===== src/logic/adc_dsp_cfg_pkg.sv =====
/*
  Shared constants and types for the audio ADC DSP configuration bank.
  Assumes byte-wide registers at page-0 byte addresses of the control port.
*/
package adc_dsp_cfg_pkg;

  localparam int ADDR_W = 8;
  localparam int DATA_W = 8;

  // Register addresses
  localparam logic [7:0] ADDR_CH8_GAIN_TRIM = 8'h62;
  localparam logic [7:0] ADDR_CH8_PHASE_TRIM = 8'h63;
  localparam logic [7:0] ADDR_FILTER_SUM_CONFIG = 8'h6b;
  localparam logic [7:0] ADDR_VOLUME_BIQUAD_CONFIG = 8'h6c;

  // Reset values
  localparam logic [7:0] RST_CH8_GAIN_TRIM = 8'h80;
  localparam logic [7:0] RST_CH8_PHASE_TRIM = 8'h00;
  localparam logic [7:0] RST_FILTER_SUM_CONFIG = 8'h01;
  localparam logic [7:0] RST_VOLUME_BIQUAD_CONFIG = 8'h40;

  // Writable bit masks; other positions read zero and are never stored
  localparam logic [7:0] MASK_CH8_GAIN_TRIM = 8'hf0;
  localparam logic [7:0] MASK_FILTER_SUM_CONFIG = 8'h3f;
  localparam logic [7:0] MASK_VOLUME_BIQUAD_CONFIG = 8'hf8;

  // Field positions
  localparam int GAIN_TRIM_LSB = 4;
  localparam int DECIM_LSB = 4;
  localparam int SUM_LSB = 2;
  localparam int HPF_LSB = 0;
  localparam int GANG_BIT = 7;
  localparam int BIQUAD_LSB = 5;
  localparam int SOFT_STEP_OFF_BIT = 4;
  localparam int GAIN_FUNC_BIT = 3;

  // Neutral trim values used when channel 8 is not a PDM source, and the volume given to inactive channels
  localparam logic [3:0] GAIN_TRIM_NEUTRAL = 4'h8;
  localparam logic [7:0] PHASE_DELAY_NONE = 8'h00;
  localparam logic [7:0] VOLUME_MUTE = 8'h00;

  typedef enum logic [1:0] {
    DECIM_LINEAR = 2'h0,
    DECIM_LOW_LAT = 2'h1,
    DECIM_ULTRA_LOW = 2'h2,
    DECIM_RSVD = 2'h3
  } decimation_e;

  typedef enum logic [1:0] {
    SUM_OFF = 2'h0,
    SUM_PAIRS = 2'h1,
    SUM_QUAD = 2'h2,
    SUM_RSVD = 2'h3
  } summation_e;

  typedef enum logic [1:0] {
    HPF_IIR_PROG = 2'h0,
    HPF_CUT_00025 = 2'h1,
    HPF_CUT_002 = 2'h2,
    HPF_CUT_008 = 2'h3
  } highpass_e;

  typedef enum logic {
    GAIN_FUNC_RANGE_ENH = 1'b0,
    GAIN_FUNC_AUTO_GAIN = 1'b1
  } gain_func_e;

  // Settings handed to the decimation, filter and volume datapath
  typedef struct packed {
    logic [3:0] ch8_gain_trim_code;
    logic [7:0] ch8_phase_delay_count;
    decimation_e decimation_response_sel;
    summation_e channel_summation_sel;
    highpass_e highpass_cutoff_sel;
    logic [1:0] biquad_count;
    logic soft_step_enable;
    gain_func_e gain_function_sel;
  } dsp_config_s;

endpackage


===== src/logic/adc_dsp_channel_config_regs.sv =====
/*
  Configuration register slice of a multichannel audio ADC signal path:
  channel-8 PDM calibration, decimation/summation/high-pass selects, volume
  ganging, biquad count, soft-step and gain-function select, plus the small
  decode that steers volume and channel summation.
  Assumes the serial control front end delivers single-cycle byte reads and
  writes on the page-0 address, synchronous to i_clk_sys.
*/
`timescale 1ns/1ps

module adc_dsp_channel_config_regs #(
  parameter int NUM_CH = 8,
  parameter int SAMPLE_W = 24
) (
  input wire logic i_clk_sys,
  input wire logic i_rst,
  input wire logic i_wr_en,
  input wire logic i_rd_en,
  input wire logic [adc_dsp_cfg_pkg::ADDR_W-1:0] i_addr,
  input wire logic [adc_dsp_cfg_pkg::DATA_W-1:0] i_wdata,
  output logic [adc_dsp_cfg_pkg::DATA_W-1:0] o_rdata,
  input wire logic i_ch8_pdm_source,
  input wire logic [NUM_CH-1:0] i_channel_active,
  input wire logic [NUM_CH-1:0][7:0] i_per_channel_volume,
  input wire logic signed [3:0][SAMPLE_W-1:0] i_ch_sample,
  output adc_dsp_cfg_pkg::dsp_config_s o_config,
  output logic [NUM_CH-1:0][7:0] o_applied_volume,
  output logic signed [SAMPLE_W-1:0] o_sum_pair_a,
  output logic signed [SAMPLE_W-1:0] o_sum_pair_b,
  output logic signed [SAMPLE_W-1:0] o_sum_quad
);
  import adc_dsp_cfg_pkg::*;

  // Refused at elaboration: decode needs one channel and a sign bit
  if (NUM_CH < 1 || SAMPLE_W < 2) begin : g_bad_params
    $error("adc_dsp_channel_config_regs: bad NUM_CH or SAMPLE_W");
  end

  logic [7:0] ch8_gain_trim;
  logic [7:0] ch8_phase_trim;
  logic [7:0] filter_sum_config;
  logic [7:0] volume_biquad_config;
  logic [7:0] next_rdata;

  function automatic logic wr_hit(input logic [7:0] a);
    return i_wr_en && (i_addr == a);
  endfunction

  // Only writable positions are stored, so reserved bits stay zero
  always_ff @(posedge i_clk_sys or posedge i_rst) begin
    if (i_rst) begin
      ch8_gain_trim <= RST_CH8_GAIN_TRIM;
    end else if (wr_hit(ADDR_CH8_GAIN_TRIM)) begin
      ch8_gain_trim <= i_wdata & MASK_CH8_GAIN_TRIM;
    end
  end

  always_ff @(posedge i_clk_sys or posedge i_rst) begin
    if (i_rst) begin
      ch8_phase_trim <= RST_CH8_PHASE_TRIM;
    end else if (wr_hit(ADDR_CH8_PHASE_TRIM)) begin
      ch8_phase_trim <= i_wdata;
    end
  end

  always_ff @(posedge i_clk_sys or posedge i_rst) begin
    if (i_rst) begin
      filter_sum_config <= RST_FILTER_SUM_CONFIG;
    end else if (wr_hit(ADDR_FILTER_SUM_CONFIG)) begin
      filter_sum_config <= i_wdata & MASK_FILTER_SUM_CONFIG;
    end
  end

  always_ff @(posedge i_clk_sys or posedge i_rst) begin
    if (i_rst) begin
      volume_biquad_config <= RST_VOLUME_BIQUAD_CONFIG;
    end else if (wr_hit(ADDR_VOLUME_BIQUAD_CONFIG)) begin
      volume_biquad_config <= i_wdata & MASK_VOLUME_BIQUAD_CONFIG;
    end
  end

  // Read mux; unmapped addresses answer zero
  always_comb begin
    next_rdata = '0;
    unique case (i_addr)
      ADDR_CH8_GAIN_TRIM: next_rdata = ch8_gain_trim;
      ADDR_CH8_PHASE_TRIM: next_rdata = ch8_phase_trim;
      ADDR_FILTER_SUM_CONFIG: next_rdata = filter_sum_config;
      ADDR_VOLUME_BIQUAD_CONFIG: next_rdata = volume_biquad_config;
      default: next_rdata = '0;
    endcase
  end

  always_ff @(posedge i_clk_sys or posedge i_rst) begin
    if (i_rst) begin
      o_rdata <= '0;
    end else if (i_rd_en) begin
      o_rdata <= next_rdata;
    end
  end

  // Field decode; registered so the datapath sees one settled copy
  always_ff @(posedge i_clk_sys or posedge i_rst) begin
    if (i_rst) begin
      o_config <= '{ch8_gain_trim_code: GAIN_TRIM_NEUTRAL,
                    ch8_phase_delay_count: PHASE_DELAY_NONE,
                    decimation_response_sel: DECIM_LINEAR,
                    channel_summation_sel: SUM_OFF,
                    highpass_cutoff_sel: HPF_CUT_00025,
                    biquad_count: RST_VOLUME_BIQUAD_CONFIG[BIQUAD_LSB +: 2],
                    soft_step_enable: 1'b1,
                    gain_function_sel: GAIN_FUNC_RANGE_ENH};
    end else begin
      // A non-PDM channel 8 sees neutral trims: 0 dB and no delay
      o_config.ch8_gain_trim_code <= i_ch8_pdm_source ?
        ch8_gain_trim[GAIN_TRIM_LSB +: 4] : GAIN_TRIM_NEUTRAL;
      o_config.ch8_phase_delay_count <= i_ch8_pdm_source ?
        ch8_phase_trim : PHASE_DELAY_NONE;
      o_config.decimation_response_sel <=
        decimation_e'(filter_sum_config[DECIM_LSB +: 2]);
      o_config.channel_summation_sel <=
        summation_e'(filter_sum_config[SUM_LSB +: 2]);
      o_config.highpass_cutoff_sel <=
        highpass_e'(filter_sum_config[HPF_LSB +: 2]);
      o_config.biquad_count <= volume_biquad_config[BIQUAD_LSB +: 2];
      o_config.soft_step_enable <=
        ~volume_biquad_config[SOFT_STEP_OFF_BIT];
      o_config.gain_function_sel <=
        gain_func_e'(volume_biquad_config[GAIN_FUNC_BIT]);
    end
  end

  // Ganged volume ignores whether channel 1 itself is active
  always_ff @(posedge i_clk_sys or posedge i_rst) begin
    if (i_rst) begin
      o_applied_volume <= '0;
    end else begin
      for (int c = 0; c < NUM_CH; c++) begin
        if (!i_channel_active[c]) begin
          o_applied_volume[c] <= VOLUME_MUTE;
        end else if (volume_biquad_config[GANG_BIT]) begin
          o_applied_volume[c] <= i_per_channel_volume[0];
        end else begin
          o_applied_volume[c] <= i_per_channel_volume[c];
        end
      end
    end
  end

  // Widened sums so averaging never overflows; an element of a packed
  // array loses its sign, so each sample is sign-extended explicitly
  logic signed [SAMPLE_W:0] pair_a_sum;
  logic signed [SAMPLE_W:0] pair_b_sum;
  logic signed [SAMPLE_W+1:0] quad_sum;
  assign pair_a_sum = (SAMPLE_W+1)'($signed(i_ch_sample[0])) +
    (SAMPLE_W+1)'($signed(i_ch_sample[1]));
  assign pair_b_sum = (SAMPLE_W+1)'($signed(i_ch_sample[2])) +
    (SAMPLE_W+1)'($signed(i_ch_sample[3]));
  assign quad_sum = (SAMPLE_W+2)'(pair_a_sum) + (SAMPLE_W+2)'(pair_b_sum);

  // Outputs not used by the current mode sit at zero; reserved code idles
  always_ff @(posedge i_clk_sys or posedge i_rst) begin
    if (i_rst) begin
      o_sum_pair_a <= '0;
      o_sum_pair_b <= '0;
      o_sum_quad <= '0;
    end else begin
      o_sum_pair_a <= '0;
      o_sum_pair_b <= '0;
      o_sum_quad <= '0;
      if (filter_sum_config[SUM_LSB +: 2] == SUM_PAIRS) begin
        o_sum_pair_a <= pair_a_sum[SAMPLE_W:1];
        o_sum_pair_b <= pair_b_sum[SAMPLE_W:1];
      end else if (filter_sum_config[SUM_LSB +: 2] == SUM_QUAD) begin
        o_sum_quad <= quad_sum[SAMPLE_W+1:2];
      end
    end
  end
endmodule // adc_dsp_channel_config_regs


===== config.mk =====
export PLATFORM = sky130hd
export DESIGN_NAME = adc_dsp_channel_config_regs
export DESIGN_NICKNAME = d
export VERILOG_FILES = /design/src/logic/adc_dsp_cfg_pkg.sv /design/src/logic/adc_dsp_channel_config_regs.sv
export SDC_FILE = /design/constraint.sdc
export NUM_CORES = 1
export LEC_CHECK = 0
export BUFFER_PORTS_ARGS = -buffer_cell sky130_fd_sc_hd__buf_2
export CAP_MARGIN = 30
export CORE_MARGIN = 2
export CORE_UTILIZATION = 36
export CTS_CLUSTER_DIAMETER = 120
export CTS_CLUSTER_SIZE = 8
export DETAILED_ROUTE_END_ITERATION = 6
export HOLD_SLACK_MARGIN = 0.02
export SYNTH_ARGS = -nofsm -noshare
export SYNTH_HDL_FRONTEND = slang
export SYNTH_SLANG_ARGS = --single-unit

===== constraint.sdc =====
create_clock -name i_clk_sys -period 7.82 [get_ports i_clk_sys]
set_input_delay 0.391 -clock i_clk_sys [delete_from_list [all_inputs] [get_ports i_clk_sys]]
set_output_delay 0.391 -clock i_clk_sys [all_outputs]
set_load 0.02 [all_outputs]

# Word level (Yosys, flattened, before mapping)
# Index checks and enable logic that the tools add are counted.
# totals
word_cells,60
reg_bits,189
in_bits,189
# classes
eq_ne,6
n_addsub,3
bitwise,1
n_mux,22
reduce_logical,4
# ops
cell,n
$mux 8,16
$mux 24,4
$add 24x24->25,2
$eq 8x7->1 const B,4
$pmux 8 s4,1
$add 25x25->26,1
$logic_and 1x1->1,4
$mux 4,1
$eq 2x1->1 const B,1
$eq 2x2->1 const B,1
$not 1->1,1

# Depth between registers and ports, before layout
# Gate-level depths: netlist of run 1.
# logic_depth
ltp_word,4
ltp_mapped,21

# Least setup slack after synthesis of run 1
# Ideal clock, no wire load.
# synth_timing
path_type,input -> register
start,in i_ch_sample[0] (netlist bit)
end,reg o_sum_quad[22]
arrival_ns,3.948
path_stages,21
required_ns,7.697
n_path_buf,0
setup_slack_ns,3.749
path_cell_list,ha_1 inv_1 fa_1 and2b_1 o2111ai_1 and4b_1 or3_4 nand2b_1 a21oi_1 xnor2_1 ha_1 o21ai_0 nor3b_1 o21ai_0 a21oi_1 o41a_1 nor3_1 a311oi_2 nor2_1 o31a_1 mux2i_1
# synth_via
elab_chain_len,4
# synth_rtl
item,line,text
"start, declared",adc_dsp_channel_config_regs.sv:25,"input wire logic signed [3:0][SAMPLE_W-1:0] i_ch_sample,"
$add 24x24->25,adc_dsp_channel_config_regs.sv:155,assign pair_a_sum = (SAMPLE_W+1)'($signed(i_ch_sample[0])) +
$add 25x25->26,adc_dsp_channel_config_regs.sv:159,assign quad_sum = (SAMPLE_W+2)'(pair_a_sum) + (SAMPLE_W+2)'(pair_b_sum);
$mux 24,adc_dsp_channel_config_regs.sv:174,end else if (filter_sum_config[SUM_LSB +: 2] == SUM_QUAD) begin
$mux 24,adc_dsp_channel_config_regs.sv:171,if (filter_sum_config[SUM_LSB +: 2] == SUM_PAIRS) begin
"end signal, assigned",adc_dsp_channel_config_regs.sv:175,o_sum_quad <= quad_sum[SAMPLE_W+1:2];
"end, declared",adc_dsp_channel_config_regs.sv:30,output logic signed [SAMPLE_W-1:0] o_sum_quad
# Every way passes these cells.
# A chain may end at the register's enable or synchronous reset.

# Final worst setup path of run 1
# Same ends and word-level chain as after synthesis.

==> run summary, run 1 <==
* outcome: finished, final reports clean
* Skew-Pair Late Insertion Delay: 440 ps
* post-layout minimum cycle time: 4330 ps
* number of library cell types mapped by synthesis: 58
* data required time at the worst endpoint: 8130 ps
* largest net degree at the start of global routing: 132
* final max-slew violation count: 0
* antenna violations before repair: 0
* register bit count reported by yosys: 189
* count of input and output buffers: 354
* worst reg2reg setup slack: 6140 ps
* number of enable-type register cells in the synthesized netlist: 0
* Avg Cell Area, Syn: 10.6 um2
* gr usage total: 19.8%
* TritonCTS clock tree: built
* kind of start point of the critical path: primary input
* total negative slack for setup checks: 0 ps
* Antenna Nets Post-Route: 0
* cell type with the highest aggregate area in the netlist: dfrtp_1
* Static Leak: 6.84 nW
* async set or reset register ratio after synthesis: 100%
* max cap viols: 0
* synthesis warning total: 0
* post-cts sizing count: 0
* kind of capture point of the worst setup path: flip-flop
* total number of vias: 8167
* portion of the clock cycle consumed by the worst path in the final layout: 55.4%
* number of instances in the placed design: 1614
* routed wire length: 28.3 mm
* placed wire-length estimate: 22.1 mm
* clk sink count: 189
* share of final-layout standard cells stronger than drive strength 1: 32.8%
* core region area: 27000 um2
* via count of the first global-routing pass: 8265
* final setup fails: 0
* Core Util, Final: 47.0%
* Chip Width: 169 um
* die height: 169 um
* Max Fclk: 231 MHz
* number of iterations in the first detailed-routing pass: 4
* number of instances in the synthesized netlist: 931
* Slew @ Worst Pin: 912 ps
* biggest fanout along the worst timing path: 6
* number of nets in the finished design: 1556
* Max H-tree Level: 4
* TritonCTS buffer count: 17
* cell area after technology mapping: 9860 um2
* initial standard-cell utilization of the core: 36.6%
* clock tree buffer depth: 2
* largest clock skew in the final design: 15.6 ps
* worst ir drop on vdd: 0.000135 V
* Mapped Nets: 1194
* setup repair after global routing missed its margin: false
* overall power consumption: 2.68 mW
* proportion of synthesized chip area in sequential cells: 48.1%
* cell at the root of the clock tree: clkbuf_16
* final weighted congestion in routability-driven placement: 0.916
* Post CTS Setup Buffer Count: 0
* total power divided by cell area: 211 nW/um2
* first-pass GRT wire length: 44.1 mm
* Post-CTS Hold Fix Bufs: 0
* routed wire length per instance: 17.2 um
* final cell count without fillers: 1647
* clock edge transition at the registers on the reported setup and hold paths: 80 ps
* remaining global-route overflow: 0
* Worst Hold Class: primary input to asynchronous set/reset pin
* floorplan die area: 28700 um2
* share of the synthesized area in the top cell type: 46.2%
* worst max-slew margin expressed relative to the limit: 39.2%
* Layout Area Growth over Synthesis: 28.5%
* Iter 0 DRT Violations: 349
* top-level port count: 355
* final hold viol count: 0
* worst reg2reg startpoint: volume_biquad_config[7]
* arrival time worst endpoint: 4650 ps
* leading register cell type out of synthesis: dfrtp_1
* endpoint of the most critical register-to-register path: o_applied_volume[43]
* Final WS setup: 3490 ps
* crit path kind: primary input to flip-flop
* Placement Rows: 60
* post-route DRC violation count: 0
* largest cells by area after synthesis: dfrtp_1, ha_1, nand2b_1
* diode insertion count for antenna repair: 0
* via density per instance: 4.96
* pre-CTS setup slack: 3120 ps
* worst r2r path cells: 3
## flip-flops by register name (all words and copies together), names as in the netlist, 6 cells and up
name               count
o_sum_pair_b          24
o_applied_volume      64
o_sum_quad            24
ch8_phase_trim         8
o_config              22
o_rdata                8
o_sum_pair_a          24
filter_sum_config      6
## how the worst max path moves through the flow
stage                         from  depth (start not counted)  slack (ps)               end
finish              i_ch_sample[0]                         22        3490    o_sum_quad[22]
global route        i_ch_sample[0]                         19        3120    o_sum_quad[23]
CTS                 i_ch_sample[0]                         22        3550    o_sum_quad[22]
detailed placement  i_ch_sample[0]                         22        3120    o_sum_quad[22]
global placement    i_ch_sample[0]                         22        3240    o_sum_quad[22]
floorplan                    i_rst                          1        2300  ch8_gain_trim[4]
## cell families after synthesis
| group | count (synthesis) | synth area share (%) |
|---|---|---|
| and+or+nand+nor | 300 | 16.5 |
| AOI/OAI and AO/OA | 234 | 16.2 |
| DFF | 189 | 48.1 |
| adders and majority gates | 74 | 9.54 |
| buffers and inverters | 56 | 2.13 |
| xor gates and xnor gates | 51 | 4.53 |
| muxes | 27 | 3.03 |
## critical path: stages
cell and delay [ps]:
buf_2 80, ha_1 150, inv_1 50, fa_1 400, and2b_1 230, o2111ai_1 130, and4b_1 240, or3_4 410
nand2b_1 80, a21oi_1 70, xnor2_1 160, ha_1 350, o21ai_0 110, nor3b_1 260, o21ai_0 120, a21oi_1 260
o41a_1 240, nor3_1 70, a311oi_2 320, nor2_1 120, o31a_1 270, mux2i_1 120
## synthesized netlist by cell type, types with 23 or more instances
cell type / n
a21boi_0: 58
a21o_1: 27
a21oi_1: 55
and2_1: 63
dfrtp_1: 182
ha_1: 72
inv_1: 39
mux2_2: 23
nand2_1: 41
nand2b_1: 70
nor2_1: 61
o21ai_0: 23
xnor2_1: 33
## report_power, final
part | total, mW | internal [mW] | switching, mW
sequential | 1.04 | 1.02 | 0.0160
combinational | 0.752 | 0.322 | 0.430
clock | 0.887 | 0.439 | 0.448
## metrics by stage
| stage | cell area [um2] | hold WS (ps) |
|---|---|---|
| finish | 12700 | 138 |
| global route | 12700 | 159 |
| CTS | 12700 | 147 |
| detailed placement | 12000 | 370 |
| global placement | 12000 | 368 |
| floorplan | 9860 | 359 |
## cells in the final DEF (no fill, tap or decap), types with 3 or more instances in the layout
cell type	instances
o211ai_1	4
clkinv_8	6
dfrtp_1	182
o21ai_0	23
nor3b_1	4
nor2_1	61
mux2_2	23
buf_4	4
o21a_1	11
a21boi_0	58
o22ai_1	7
clkbuf_16	17
and2_1	63
nor4_1	7
xnor2_1	33
nor2b_1	7
mux2i_1	4
inv_1	38
nand2b_1	70
and3_1	4
o31ai_1	3
inv_6	4
a21o_1	27
a31oi_1	3
xor2_1	18
nor3_1	11
a211oi_1	5
nand4_1	3
a21oi_1	55
o21bai_1	9
nand3_1	9
a22oi_1	4
ha_1	72
or3_1	8
nand2_1	41
dfstp_2	7
o31a_1	6
buf_2	355
a221oi_1	3
## per-layer routing
metal,routed length [um],global-route usage (%),vias to the layer above
met5,0,0,-
met4,490,6.02,0
met3,1710,3.66,28
met2,14000,35.0,308
met1,12100,24.6,3852
li1,-,-,3979
## area by class of cell
| class | instances | area (um2) |
|---|---|---|
| Fill cell | 2565 | 14300 |
| Sequential cell | 189 | 4740 |
| Timing Repair Buffer | 360 | 1820 |
| Multi-Input combinational cell | 686 | 4910 |
| Clock inverter | 15 | 193 |
| Inverter | 39 | 154 |
| Clock buffer | 17 | 425 |
| Tap cell | 341 | 427 |
Power figures use the tool's default switching activity.
==> inputs of run 2 (changes only) <==
Clock period 7.82 ns to 3.9 ns, I/O delays scaled along.
==> run 2 against run 1 <==
Against the previous run: the run now ends with hold timing left; highest routed layer unchanged; hold slack lost 140 ps; global-route usage increased by 0.099 points; largest cell class unchanged; routed wire length grew 4.9%; final cell count rose by 9.7%; design area rose by 12%; power rose by 110%; critical path depth fell by 1; combinational power rose to 2.6 times the previous value; non-clock buffer count grew 159; worst setup slack got worse by 3500 ps; clock power rose by 96%; sequential cell count is the same.
==> run summary, run 2 (synthesized netlist as in run 1, its figures left out) <==
* Max stage delay cell, worst path: or3_4
* outcome: complete, but fails checks
* floorplan die area: 28700 um2
* final max-slew violation count: 0
* top-level port count: 355
* post-route DRC violation count: 0
* number of iterations in the first detailed-routing pass: 5
* Skew-Pair Late Insertion Delay: 440 ps
* initial standard-cell utilization of the core: 36.6%
* internal power of the cells: 3.86 mW
* setup repair after global routing missed its margin: true
* Slew @ Worst Pin: 1070 ps
* remaining global-route overflow: 0
* top register by number of flip-flops: o_applied_volume
* portion of the clock cycle consumed by the worst path in the final layout: 99.1%
* Worst path max stage delay: 410 ps
* antenna violations before repair: 1
* largest net degree at the start of global routing: 190
* Final WS setup: 34.3 ps
* Psw: 1.87 mW
* routed wire length: 29.7 mm
* Layout Area Growth over Synthesis: 43.5%
* number of nets in the finished design: 1715
* arrival time worst endpoint: 4130 ps
* core region area: 27000 um2
* share of total power in sequential cells: 36.3%
* gr usage total: 19.9%
* die height: 169 um
* most frequent cells in the layout: buf_2, dfrtp_1, buf_4, nand2b_1, ha_1
* clock tree buffer depth: 2
* violated checks: hold timing
* first-pass GRT wire length: 44.6 mm
* final hold viol count: 1
* Logic pwr share: 33.4%
* max cap viols: 0
* worst ir drop on vdd: 0.000224 V
* Core Util, Final: 52.5%
* Placement Rows: 60
* pre-CTS setup slack: -436 ps
* Antenna Nets Post-Route: 0
* share of final-layout standard cells stronger than drive strength 1: 37.4%
* biggest fanout along the worst timing path: 5
* count of input and output buffers: 354
* via density per instance: 4.84
* via count of the first global-routing pass: 8810
* total power divided by cell area: 405 nW/um2
* worst max-slew margin expressed relative to the limit: 28.7%
* kind of start point of the critical path: primary input
* Static Leak: 7.59 nW
* crit path kind: primary input to flip-flop
* clk sink count: 189
* Iter 0 DRT Violations: 438
* Clk network pwr share: 30.3%
* total negative slack for setup checks: 0 ps
* Max H-tree Level: 4
* TritonCTS clock tree: built
* total number of vias: 8739
* most common cell after layout, fill and taps aside: buf_2
* worst reg2reg setup slack: 1990 ps
* routed wire length per instance: 16.4 um
* final setup fails: 0
* placed wire-length estimate: 22.3 mm
* largest clock skew in the final design: 17.6 ps
* worst hold slack across all endpoints: -0.412 ps
* post-layout minimum cycle time: 3870 ps
* max reg flops: 64
* data required time at the worst endpoint: 4160 ps
* Chip Width: 169 um
* kind of capture point of the worst setup path: flip-flop
* Max Fclk: 259 MHz
* Worst Hold Class: primary input to asynchronous set/reset pin
* clock edge transition at the registers on the reported setup and hold paths: 80 ps
* final weighted congestion in routability-driven placement: 0.882
* TritonCTS buffer count: 17
* cell at the root of the clock tree: clkbuf_16
* Critical Path, Cell by Cell: buf_6 -> ha_4 -> inv_2 -> fa_2 -> and2b_1 -> o2111ai_2 -> and4b_1 -> or3_4 -> buf_4 -> and2_1 -> ha_4 -> nor3_2 -> nor3b_2 -> o21ai_1 -> a21oi_2 -> o41a_1 -> o211ai_1 -> nand3b_1 -> a21oi_2 -> xor2_1 -> nor2_1
* net switching fraction of the power: 32.6%
-- run 2: final cells by class --
type	instances	area (um2)
fill	2480	12800
sequential	189	4740
antenna	1	2.50
multi-input combinational	686	5050
timing repair buffer	519	3190
clock buffer	17	425
inverter	39	150
tap	341	427
clock inverter	15	168
-- run 2: routing by layer --
| layer | track usage, % | wire length [um] | vias to the layer above |
|---|---|---|---|
| met3 | 3.59 | 1530 | 33 |
| met2 | 35.8 | 14800 | 307 |
| li1 | - | - | 4288 |
| met5 | 0 | 0 | - |
| met4 | 6.69 | 633 | 0 |
| met1 | 24.0 | 12700 | 4111 |
-- run 2: power by group through the flow --
stage | combinational (mW) | clock, mW | sequential, mW
after floorplan | 0.980 | 0 | 2.21
after global placement | 1.75 | 0 | 2.12
after detailed placement | 1.76 | 0 | 2.12
after CTS | 1.85 | 1.79 | 2.08
after global routing | 2.10 | 1.88 | 2.09
final | 1.92 | 1.74 | 2.08
-- run 2: path summary, 6_finish.rpt --
kind                                   endpoint  cells after the start               startpoint
min in group i_clk_sys     filter_sum_config[5]                      2               i_wdata[5]
min                        o_applied_volume[60]                      3                    i_rst
min reg2reg                         o_config[4]                      0     filter_sum_config[0]
max in group asynchronous      o_sum_pair_b[22]                      3                    i_rst
max                              o_sum_quad[19]                     21          i_ch_sample[24]
max reg2reg                o_applied_volume[44]                      3  volume_biquad_config[7]
-- run 2: timing repair --
item,in CTS,in global routing
pin swaps,9,25
resized for setup,4,27
endpoints found under the setup margin,2,6
endpoints found under the hold margin,70,0
hold buffers,61,0
setup buffers,2,3
-- run 2: metrics by stage --
| step | power, mW | instances | instance area [um2] |
|---|---|---|---|
| global placement | 3.87 | 1708 | 12800 |
| finish | 5.73 | 1807 | 14100 |
| floorplan | 3.19 | 931 | 9860 |
| global route | 6.07 | 1807 | 14100 |
| detailed placement | 3.88 | 1708 | 12800 |
| CTS | 5.72 | 1803 | 14000 |
-- run 2: critical path, delay by kind of cell --
kind,cells,cell delay [ps]
AOI/OAI and AO/OA,6,1190
xor gates and xnor gates,1,230
adders and majority gates,3,700
buffers and inverters,3,270
and+or+nand+nor,8,1510
